[src/rtl/mit_map.vh]
// Constants of the multichannel interrupt timer: modes, sizes, reset values.
// Included by the timer top module only; the synchroniser does not use it. Holds definitions only.
`ifndef MIT_MAP_VH
`define MIT_MAP_VH

// Number of timer channels and of selectable trigger sources
`define MIT_NCHAN 4
`define MIT_NSRC 16
`define MIT_SEL_W 4

// Counter width and the halves used in split mode
`define MIT_CNT_W 32
`define MIT_HALF_W 16

// Channel operating modes (two-bit field per channel)
`define MIT_MODE_SINGLE32 2'h0
`define MIT_MODE_SPLIT16 2'h1
`define MIT_MODE_TRIGCNT 2'h2
`define MIT_MODE_CAPTURE 2'h3

// Trigger origin encoding
`define MIT_ORIGIN_EXT 1'h0
`define MIT_ORIGIN_INT 1'h1

// Reset and load values
`define MIT_CNT_RST 32'h00000000
`define MIT_CNT_ONES 32'hffffffff
`define MIT_HALF_ZERO 16'h0000
`define MIT_HALF_ONE 16'h0001

// Settling time software allows after toggling the module enable
`define MIT_EN_SETTLE_CYC 4

`endif

[src/rtl/mit_timer.v]
// Multichannel down-counting interrupt timer, four channels, no register bus.
// Configuration arrives on plain ports from logic on clk; trigger pins are
// asynchronous and are synchronised before use.
//
// How it works
// - Single 32-bit mode loads the period and decrements the full counter to zero.
// - Split mode counts the lower 16 bits to zero, then the upper half.
// - Split mode raises pre-trigger when the lower half reaches zero.
// - Split mode drops pre-trigger and sets the timeout flag when upper expires.
// - Trigger count mode loads on the first trigger, then decrements per trigger.
// - Capture mode counts down from all ones; triggers store the inverted count.
// - Each channel picks one of sixteen trigger sources, numbered 0 to 15.
// - Each channel chooses external pin or internal channel trigger as origin.
// - On reaching zero a running channel flags an interrupt and reloads its period, or all ones in capture mode.
// - A new period applies only at the next reload, never restarting the count.
// - A started channel loads, counts down, then pulses its trigger and flags timeout.
// - Each channel's live count is readable, between zero and the period, or up to all ones in capture mode.
// - Software reset clears all channels and flags but not module control.
// - A chain option links a channel's counting to the previous channel.
// - Reload-on-trigger reloads the counter on each trigger; otherwise triggers don't.
// - Stop-on-timeout halts the channel after timeout; otherwise it keeps running.
// - Start-on-trigger waits for a trigger before counting; otherwise counts at once.
// - Run-during-debug decides whether timers count while the processor is in debug.
// - Run-during-doze decides whether timers count while the system dozes.
// - Each channel has a timeout flag and interrupt enable; request needs both.
`timescale 1ns/1ps
`default_nettype none
`include "mit_map.vh"

module mit_timer (
    // Clock and reset
    input wire clk,
    input wire srst,
    // Module control, kept across software reset
    input wire moduleEnable,
    input wire runDuringDebug,
    input wire runDuringDoze,
    // System power and debug state
    input wire debugMode,
    input wire dozeMode,
    // Module software reset, one pulse
    input wire swReset,
    // Per-channel configuration, channel n in bits of slice n
    input wire [3:0] chanEnable,
    input wire [7:0] chanMode,
    input wire [3:0] chainToPrevious,
    input wire [3:0] reloadOnTrigger,
    input wire [3:0] stopOnTimeout,
    input wire [3:0] startOnTrigger,
    input wire [15:0] triggerChoice,
    input wire [3:0] triggerOrigin,
    input wire [127:0] periodLoadValue,
    // Interrupt enables and write-one-to-clear strobes for the flags
    input wire [3:0] intEnable,
    input wire [3:0] flagClear,
    // External trigger pins
    input wire [15:0] extTrigger,
    // Channel status
    output wire [127:0] currentCount,
    output wire [127:0] captureValue,
    output wire [3:0] timeoutFlag,
    output wire [3:0] preTrigger,
    output wire [3:0] triggerPulse,
    // Interrupt requests
    output wire [3:0] irqChannel,
    output wire irqAny
);

    // ========================================
    // Shared signals

    wire [15:0] extEdge;
    wire [15:0] intTrig;
    wire [3:0] chainIn;
    wire runAllowed;
    wire chanRst;

    // Counting stops in debug or doze unless the matching run bit is set
    assign runAllowed = moduleEnable
        & (runDuringDebug | ~debugMode)
        & (runDuringDoze | ~dozeMode);

    // Software reset hits channel state only; control ports are untouched
    assign chanRst = srst | swReset;

    // Internal trigger sources beyond the built channels read as idle
    assign intTrig = {12'h000, triggerPulse};

    // Channel 0 has no predecessor, so its chain input stays low
    assign chainIn = {triggerPulse[2:0], 1'b0};

    // ========================================
    // Pin synchronisers for the external trigger inputs

    genvar s;
    generate
        for (s = 0; s < `MIT_NSRC; s = s + 1) begin : gSync
            mit_sync_edge uSync (
                .clk(clk),
                .srst(srst),
                .pinIn(extTrigger[s]),
                .level(),
                .rise(extEdge[s])
            );
        end
    endgenerate

    // ========================================
    // Timer channels

    genvar g;
    generate
        for (g = 0; g < `MIT_NCHAN; g = g + 1) begin : gChan

            wire [1:0] mode;
            wire [3:0] sel;
            wire [31:0] period;
            wire [31:0] loadVal;
            wire chOn;
            wire enEdge;
            wire trigHit;
            wire trigSeen;
            wire tick;
            wire cntZero;
            wire lowZero;

            reg [31:0] cnt_r;
            reg [31:0] capture_r;
            reg chOnD_r;
            reg active_r;
            reg loaded_r;
            reg preTrig_r;
            reg flag_r;
            reg pulse_r;

            assign mode = chanMode[2*g+1:2*g];
            assign sel = triggerChoice[4*g+3:4*g];
            assign period = periodLoadValue[32*g+31:32*g];

            // Capture mode always starts from all ones; others take the period
            assign loadVal = (mode == `MIT_MODE_CAPTURE) ? `MIT_CNT_ONES : period;

            assign chOn = moduleEnable & chanEnable[g];
            assign enEdge = chOn & ~chOnD_r;

            // Source index picks the channel; origin picks pin or internal
            assign trigHit = (triggerOrigin[g] == `MIT_ORIGIN_INT) ?
                intTrig[sel] : extEdge[sel];
            assign trigSeen = chOn & runAllowed & trigHit;

            // A chained channel advances only when its predecessor expires
            assign tick = runAllowed & active_r
                & (chainToPrevious[g] ? chainIn[g] : 1'b1);

            assign cntZero = (cnt_r == `MIT_CNT_RST);
            assign lowZero = (cnt_r[15:0] == `MIT_HALF_ZERO);

            // Counter, start, reload and expiry handling
            always @(posedge clk) begin
                if (chanRst) begin
                    cnt_r <= `MIT_CNT_RST;
                    capture_r <= `MIT_CNT_RST;
                    chOnD_r <= 1'b0;
                    active_r <= 1'b0;
                    loaded_r <= 1'b0;
                    preTrig_r <= 1'b0;
                    flag_r <= 1'b0;
                    pulse_r <= 1'b0;
                end else begin
                    chOnD_r <= chOn;
                    pulse_r <= 1'b0;
                    // Clear first so a same-cycle expiry below wins
                    if (flagClear[g]) begin
                        flag_r <= 1'b0;
                    end
                    if (!chOn) begin
                        // Disabled channel holds its count and waits
                        active_r <= 1'b0;
                        loaded_r <= 1'b0;
                        preTrig_r <= 1'b0;
                    end else if (enEdge) begin
                        // Start: load, then run now or wait for a trigger
                        cnt_r <= loadVal;
                        active_r <= ~startOnTrigger[g];
                        loaded_r <= 1'b0;
                        preTrig_r <= 1'b0;
                    end else if (mode == `MIT_MODE_TRIGCNT) begin
                        // Trigger count: the clock plays no part here
                        if (trigSeen) begin
                            if (!loaded_r) begin
                                cnt_r <= period;
                                loaded_r <= 1'b1;
                            end else if (cntZero) begin
                                cnt_r <= period;
                                flag_r <= 1'b1;
                                pulse_r <= 1'b1;
                            end else begin
                                cnt_r <= cnt_r - 32'h00000001;
                            end
                        end
                    end else begin
                        // Capture snapshot does not disturb the count
                        if (trigSeen && mode == `MIT_MODE_CAPTURE) begin
                            capture_r <= ~cnt_r;
                        end
                        if (trigSeen && startOnTrigger[g] && !active_r) begin
                            active_r <= 1'b1;
                            cnt_r <= loadVal;
                            preTrig_r <= 1'b0;
                        end else if (trigSeen && reloadOnTrigger[g]) begin
                            cnt_r <= loadVal;
                            preTrig_r <= 1'b0;
                        end else if (tick) begin
                            if (cntZero) begin
                                // Expiry: period sampled here, so late writes wait
                                cnt_r <= loadVal;
                                flag_r <= 1'b1;
                                pulse_r <= 1'b1;
                                preTrig_r <= 1'b0;
                                if (stopOnTimeout[g]) begin
                                    active_r <= 1'b0;
                                end
                            end else if (mode == `MIT_MODE_SPLIT16) begin
                                if (!lowZero) begin
                                    cnt_r[15:0] <= cnt_r[15:0] - `MIT_HALF_ONE;
                                    if (cnt_r[15:0] == `MIT_HALF_ONE) begin
                                        preTrig_r <= 1'b1;
                                    end
                                end else begin
                                    preTrig_r <= 1'b1;
                                    cnt_r[31:16] <= cnt_r[31:16] - `MIT_HALF_ONE;
                                end
                            end else begin
                                cnt_r <= cnt_r - 32'h00000001;
                            end
                        end
                    end
                end
            end

            // Status outputs straight from flip-flops
            assign currentCount[32*g+31:32*g] = cnt_r;
            assign captureValue[32*g+31:32*g] = capture_r;
            assign timeoutFlag[g] = flag_r;
            assign preTrigger[g] = preTrig_r;
            assign triggerPulse[g] = pulse_r;

            // Request only while both flag and enable are set
            assign irqChannel[g] = flag_r & intEnable[g];
        end
    endgenerate

    // ========================================
    // Combined interrupt request
    assign irqAny = |irqChannel;

endmodule // mit_timer

`default_nettype wire

[src/rtl/mit_sync_edge.v]
// Two-flop synchroniser with rising-edge detector for one pin input.
// Assumes the pin is asynchronous to clk; the pulse is one clk cycle wide.
`timescale 1ns/1ps
`default_nettype none

module mit_sync_edge (
    // Clock and reset
    input wire clk,
    input wire srst,
    // Pin side
    input wire pinIn,
    // Logic side
    output wire level,
    output wire rise
);

    reg meta_r;
    reg sync_r;
    reg last_r;

    // ========================================
    // Synchroniser: meta_r feeds sync_r and nothing else
    always @(posedge clk) begin
        if (srst) begin
            meta_r <= 1'b0;
            sync_r <= 1'b0;
            last_r <= 1'b0;
        end else begin
            meta_r <= pinIn;
            sync_r <= meta_r;
            last_r <= sync_r;
        end
    end

    assign level = sync_r;
    assign rise = sync_r & ~last_r; // One pulse per rising edge

endmodule // mit_sync_edge

`default_nettype wire

[config.mk]
export PLATFORM = sky130hd
export DESIGN_NAME = mit_timer
export DESIGN_NICKNAME = d
export VERILOG_FILES = /design/src/rtl/mit_timer.v /design/src/rtl/mit_sync_edge.v
export VERILOG_INCLUDE_DIRS = /design/src /design/src/rtl
export SDC_FILE = /design/constraint.sdc
export NUM_CORES = 1
export LEC_CHECK = 0
export BUFFER_PORTS_ARGS = -buffer_cell sky130_fd_sc_hd__buf_4
export CORE_MARGIN = 2
export CORE_UTILIZATION = 50
export CTS_BUF_LIST = sky130_fd_sc_hd__clkbuf_4 sky130_fd_sc_hd__clkbuf_8
export CTS_CLUSTER_DIAMETER = 30
export CTS_CLUSTER_SIZE = 24
export DETAILED_ROUTE_END_ITERATION = 10
export PLACE_DENSITY = 0.75
export SLEW_MARGIN = 10
export SYNTH_ARGS = -nofsm -noshare
export SYNTH_HDL_FRONTEND = slang
export SYNTH_SLANG_ARGS = --single-unit
[constraint.sdc]
create_clock -name clk -period 5.2 [get_ports clk]
set_input_delay 0.52 -clock clk [delete_from_list [all_inputs] [get_ports clk]]
set_output_delay 0.52 -clock clk [all_outputs]
set_load 0.01 [all_outputs]
==> results of run 1 <==
logic make-up after synthesis:
logic type | Yosys count | synth area share [%]
AO/OA/AOI/OAI | 873 | 28.2
XOR/XNOR | 145 | 6.46
adder cells (fa/ha/maj) | 13 | 0.827
buffers and inverters | 244 | 4.95
flip-flops | 328 | 33.4
multiplexers | 29 | 2.68
AND/OR/NAND/NOR | 975 | 23.5
through the flow:
step / util, % / instances / hold WS [ns]
after detailed placement: 60.5 / 3434 / 0.422
after CTS: 64.8 / 3564 / 0.0545
after floorplan: - / 2607 / 0.414
final: 64.8 / 3570 / 0.0781
after global placement: 60.5 / 3434 / 0.418
after global routing: 64.8 / 3569 / 0.0692
power groups by stage:
stage / Combinational (mW) / Clock [mW] / Sequential (mW)
2_1_floorplan: 1.42 / 0 / 2.69
3_3_place_gp: 1.99 / 0 / 2.72
3_5_place_dp: 2.03 / 0 / 2.72
4_1_cts: 2.04 / 3.30 / 2.67
5_1_grt: 2.28 / 3.42 / 2.68
6_report: 2.10 / 3.26 / 2.67
worst max-delay path by stage:
stage	start	end	cells after the start
global placement	gChan[0].cnt_r[0]	gChan[0].cnt_r[28]	11
detailed placement	gChan[0].cnt_r[0]	gChan[0].cnt_r[3]	10
floorplan	gChan[3].cnt_r[16]	gChan[3].cnt_r[27]	12
CTS	gChan[0].cnt_r[0]	gChan[0].cnt_r[28]	11
finish	gChan[0].cnt_r[0]	gChan[0].cnt_r[28]	11
global route	gChan[1].cnt_r[18]	gChan[1].cnt_r[10]	10
metal layers:
metal	global-route usage, %	vias up	part of all wire [%]
met5	0	-	0
met4	14.9	0	3.8
met3	8.29	215	10
met2	54.7	1327	46
met1	44.3	10400	40
li1	-	10300	-
state kept, by name, indices dropped and copies added, names as in the netlist, 16 cells and up:
| name | flops |
|---|---|
| gChan.capture_r | 128 |
| gSync.uSync.last_r | 16 |
| gSync.uSync.meta_r | 16 |
| gSync.uSync.level | 16 |
| gChan.cnt_r | 128 |
cell usage in the layout (no fill, tap or decap), types with 19 or more instances in the layout:
cell and instances:
a211oi_1 112, a21oi_1 207, a221oi_1 23, a22oi_1 25, a31oi_1 94, and2_1 21
buf_4 518, clkbuf_8 84, dfxtp_1 328, inv_1 34, mux4_2 19, nand2_1 203
nand2b_1 28, nand3_1 44, nor2_1 369, nor2b_1 70, nor3_1 69, nor4_1 30
o21ai_0 221, o31ai_1 26, or3_1 27, xnor2_1 79, xor2_1 66
cell type report:
type,count,area (um2)
Timing Repair Buffer,518,3890
Fill cell,3424,13600
Antenna cell,6,15.0
Sequential cell,328,6570
Clock inverter,41,479
Multi-Input combinational cell,2035,12200
Clock buffer,89,1190
Inverter,35,131
Tap cell,518,648
==> key figures, run 1 <==
Min path
  • Hold endpoint: gSync[9].uSync.meta_r
  • HP Start: extTrigger[9]
  • Hold Path Depth: 2
  • Min-delay worst type: input pin to flop

Die
  • Die Wd: 202 um
  • Top Ports: 481
  • Placement Rows: 72
  • Initial Utilization: 50.8%
  • Die footprint: 40,900 um2
  • Core area: 38,700 um2
  • Chip height: 202 um

Power and ir drop
  • Pint: 5.34 mW
  • Flop pwr share: 33.3%
  • Psw: 2.70 mW
  • Peak VDD IR: 0.238 mV
  • P per Cell Area: 320 nW/um2
  • Clock share of power: 40.5%
  • Leakage Power: 10.3 nW
  • Total power: 8.03 mW
  • Comb power frac: 26.2%
  • Sw Share: 33.6%

Route
  • Post-route DRC: 0
  • DRT iter0 DRCs: 2,399
  • Routed vias: 22,200
  • Wire length per cell after detailed routing: 20.7 um
  • Drt pass-1 iters: 6
  • Routed WL: 73.8 mm
  • Vias per cell: 6.22
  • Final ANT Viol Nets: 0

Clock tree
  • Number of buffers added for setup after CTS: 0
  • Clk pin slew, worst setup/hold paths: 0.07 ns
  • Resize count post-CTS: 0
  • Clk root buf: clkbuf_8
  • Max Buffers Root-to-Sink: 3
  • CTS Sinks: 328
  • CTS tree: done
  • CTS buffer count: 71
  • Number of H-tree levels: 3
  • Clock Latency Late Sink: 0.66 ns
  • CTS Hold Bufs: 0

Critical path
  • Worst setup SP type: flop
  • Reg2reg end: gChan[0].cnt_r[28]
  • Critical Path AT: 4.51 ns
  • Critical Path Sink Type: flop
  • Crit path buf inv count: 1
  • CP Max Fanout: 18
  • Critical path, cell by cell: inv_1 > ha_1 > or3b_2 > or4b_1 > o41ai_4 > nor2_2 > a221o_1 > nand2_1 > nor2_1 > o31ai_1 > a31oi_1
  • Req. time, crit path: 5.66 ns
  • R2r setup slk: 1.15 ns
  • R2R depth: 11
  • RR Startpoint: gChan[0].cnt_r[0]
  • CP max-delay cell: o41ai_4
  • CP top delay family: compound AO/OA/AOI/OAI gates
  • Peak per-stage delay on the critical path: 0.95 ns
  • Setup Crit Path Kind: flop to flop

Yosys
  • Top-count cell post-synth: nor2_1
  • Main synth FF type: dfxtp_1
  • Synth async-reset ratio: 0%
  • Post-Synthesis Cells: 2,607
  • Syn. warnings: 0
  • Number of synthesized flops with an enable pin: 0
  • Post-synth top area share: 33.4%
  • #FFs+latches synth: 328
  • Post-synth cell types: 86
  • Mapped Nets: 2,828
  • Register area share after synthesis: 33.4%
  • Synth top area cells: dfxtp_1 33%, nor2_1 7.1%, o21ai_0 5.6%
  • Top cells by count, synth: 373 x nor2_1, 328 x dfxtp_1, 222 x o21ai_0
  • Synth area leader: dfxtp_1
  • Syn avg cell area: 7.55 um2
  • Synthesized area: 19,700 um2

Run
  • Maxcap violations: 0

Global route
  • Total GRT Usage: 34.3%
  • First-pass GRT wire length: 114 mm
  • Grt total ovfl: 0
  • Initial antenna violation count: 5
  • Largest net degree at the start of global routing: 66
  • Vias in the first global route: 20,700

STA
  • Slew HR: 26.5%
  • RSZ-0062 raised after global routing: no
  • Clock Skew: 0.0373 ns
  • Worst-margin pin slew: 1.10 ns
  • Period minus WS final: 4.05 ns
  • Slew Limit Fails: 0
  • Fin worst setup slack: 1.15 ns
  • Setup_tns: 0 ns
  • Post-route clock period utilization: 77.8%
  • Final hold vios: 0
  • Final setup violation count: 0
  • F_max: 247 MHz

Final layout
  • Layout Area Growth over Synthesis: 27.7%
  • Nets: 3,210
  • Share of cells above drive strength 1: 23.2%
  • Fin area: 25,100 um2

Placed design
  • Final HPWL from detailed placement: 52.8 mm
  • Routability cong.: 0.984
  • Setup slack at placement: 1.23 ns
  • PortBufs: 480
  • Placed inst area: 23,400 um2

Run status
  • Status: completed
(Power assumes the default switching activity.)
==> run 2, diff against run 1 <==
==> constraint.sdc (replaced) <==
create_clock -name clk -period 4.1 [get_ports clk]
set_input_delay 0.41 -clock clk [delete_from_list [all_inputs] [get_ports clk]]
set_output_delay 0.41 -clock clk [all_outputs]
set_load 0.01 [all_outputs]
==> key figures, run 2 (synthesis gave the netlist of run 1 again) <==
Clock tree
  • Max Buffers Root-to-Sink: 3 (unchanged)
  • Number of buffers added for setup after CTS: 0 (unchanged)
  • Clk root buf: clkbuf_8 (unchanged)
  • CTS Hold Bufs: 18 (was 0)
  • CTS buffer count: 83 (was 71)
  • CTS Sinks: 328 (unchanged)
  • Clk pin slew, worst setup/hold paths: 0.06 ns (was 0.07 ns)
  • CTS tree: done (unchanged)
  • Clock Latency Late Sink: 0.65 ns (was 0.66 ns)
  • Resize count post-CTS: 0 (unchanged)
  • Number of H-tree levels: 3 (unchanged)

STA
  • Slew Limit Fails: 0 (unchanged)
  • Slew HR: 16.0% (was 26.5%)
  • Final hold vios: 0 (unchanged)
  • F_max: 271 MHz (was 247 MHz)
  • Period minus WS final: 3.69 ns (was 4.05 ns)
  • Fin worst setup slack: 0.409 ns (was 1.15 ns)
  • RSZ-0062 raised after global routing: no (unchanged)
  • Clock Skew: 0.0364 ns (was 0.0373 ns)
  • Final setup violation count: 0 (unchanged)
  • Post-route clock period utilization: 90.0% (was 77.8%)
  • Setup_tns: 0 ns (unchanged)
  • Worst-margin pin slew: 1.26 ns (was 1.10 ns)

Final layout
  • Most common cell after layout, fill and taps aside: buf_4 (unchanged)
  • Share of cells above drive strength 1: 24.2% (was 23.2%)
  • Nets: 3,267 (was 3,210)
  • Commonest non-fill, non-tap cells in the layout: 542 x buf_4, 369 x nor2_1, 328 x dfxtp_1 (was 518 x buf_4, 369 x nor2_1, 328 x dfxtp_1)
  • Biggest regs: gChan.capture_r: 128 flops, gChan.cnt_r: 128 flops (unchanged)
  • FILL cells: 3,300 (was 3,424)
  • Layout Area Growth over Synthesis: 31.7% (was 27.7%)
  • Final core occ: 66.9% (was 64.8%)

Global route
  • Initial antenna violation count: 3 (was 5)
  • Largest net degree at the start of global routing: 97 (was 66)
  • Grt total ovfl: 0 (unchanged)
  • Vias in the first global route: 21,100 (was 20,700)
  • First-pass GRT wire length: 116 mm (was 114 mm)
  • Total GRT Usage: 35.2% (was 34.3%)

Die
  • Initial Utilization: 50.8% (unchanged)
  • Die footprint: 40,900 um2 (unchanged)
  • Core area: 38,700 um2 (unchanged)
  • Die Wd: 202 um (unchanged)
  • Placement Rows: 72 (unchanged)
  • Top Ports: 481 (unchanged)
  • Chip height: 202 um (unchanged)

Run
  • Maxcap violations: 0 (unchanged)

Route
  • DRT iter0 DRCs: 2,208 (was 2,399)
  • Routed WL: 75.9 mm (was 73.8 mm)
  • Final ANT Viol Nets: 0 (unchanged)
  • Wire length per cell after detailed routing: 20.9 um (was 20.7 um)
  • Vias per cell: 6.22 (about the same)
  • Post-route DRC: 0 (unchanged)
  • Routed vias: 22,600 (was 22,200)
  • Drt pass-1 iters: 6 (unchanged)

Critical path
  • Peak per-stage delay on the critical path: 0.74 ns (was 0.95 ns)
  • R2r setup slk: 0.41 ns (was 1.15 ns)
  • Critical path, cell by cell: nor4_1 > nand4_1 > nor3_1 > buf_4 > nor3b_1 > buf_4 > nor3_2 > a21oi_1 > nand2_1 > o21ai_0 > a21oi_1 (was inv_1 > ha_1 > or3b_2 > or4b_1 > o41ai_4 > nor2_2 > a221o_1 > nand2_1 > nor2_1 > o31ai_1 > a31oi_1)
  • Critical Path Sink Type: flop (unchanged)
  • Worst setup SP type: flop (unchanged)
  • Req. time, crit path: 4.61 ns (was 5.66 ns)
  • Setup Crit Path Kind: flop to flop (unchanged)
  • CP Max Fanout: 14 (was 18)
  • Critical Path AT: 4.20 ns (was 4.51 ns)
  • R2R depth: 11 (unchanged)
  • CP max-delay cell: a21oi_1 (was o41ai_4)

Placed design
  • Setup slack at placement: 0.552 ns (was 1.23 ns)
  • PortBufs: 480 (unchanged)
  • Final HPWL from detailed placement: 53.8 mm (was 52.8 mm)
  • Routability cong.: 0.980 (was 0.984)

Min path
  • Min-delay worst type: input pin to flop (unchanged)
  • Hold Path Depth: 3 (was 2)

Power and ir drop
  • Total power: 11.1 mW (was 8.03 mW)
  • Peak VDD IR: 0.322 mV (was 0.238 mV)
  • P per Cell Area: 429 nW/um2 (was 320 nW/um2)
  • Leakage Power: 10.7 nW (was 10.3 nW)

Run status
  • Status: completed (unchanged)
## run 2: power breakdown
part / switching (mW) / total (mW) / internal [mW]
logic: 1.65 / 2.75 / 1.10
registers: 0.124 / 3.39 / 3.26
clock network: 1.76 / 4.98 / 3.22
## run 2: routing by layer
layer	vias to the layer above	global-route usage [%]	share of wire, %
met3	241	7.24	9.9
met2	1365	56.3	46
met1	10600	45.2	40
met5	-	0	0
li1	10400	-	-
met4	0	17.2	4.1
## run 2: worst max-delay path: cells and delay by family (launching register included)
family,cells,cell delay [ns]
flops,1,0.42
compound gates,3,1.12
simple gates,6,1.65
buf+inv,2,0.36
## run 2: path summary, 6_finish.rpt
check | startpoint | endpoint
setup / recovery | gChan[1].cnt_r[18] | gChan[1].cnt_r[15]
hold / removal | periodLoadValue[73] | gChan[2].cnt_r[9]
setup reg to reg | gChan[1].cnt_r[18] | gChan[1].cnt_r[15]
hold reg to reg | gSync[12].uSync.meta_r | gSync[12].uSync.level
## run 2: area by class of cell
cell class	instances	area (um2)	share of cell area, %
inverter	35	131	0.507
sequential	328	6570	25.3
timing repair buffer	563	4310	16.6
multi-input combinational	2035	12200	47.1
tap	518	648	2.50
clock buffer	102	1360	5.25
antenna	3	7.51	0.0290
clock inverter	47	691	2.67
## run 2: per-stage QoR
stage               cells  cell area (um2)  hold WS, ns
finish               3631            25900       0.0472
global route         3631            25900       0.0509
CTS                  3628            25900       0.0162
detailed placement   3461            23700        0.420
global placement     3461            23700        0.419
floorplan            2607            19700        0.414
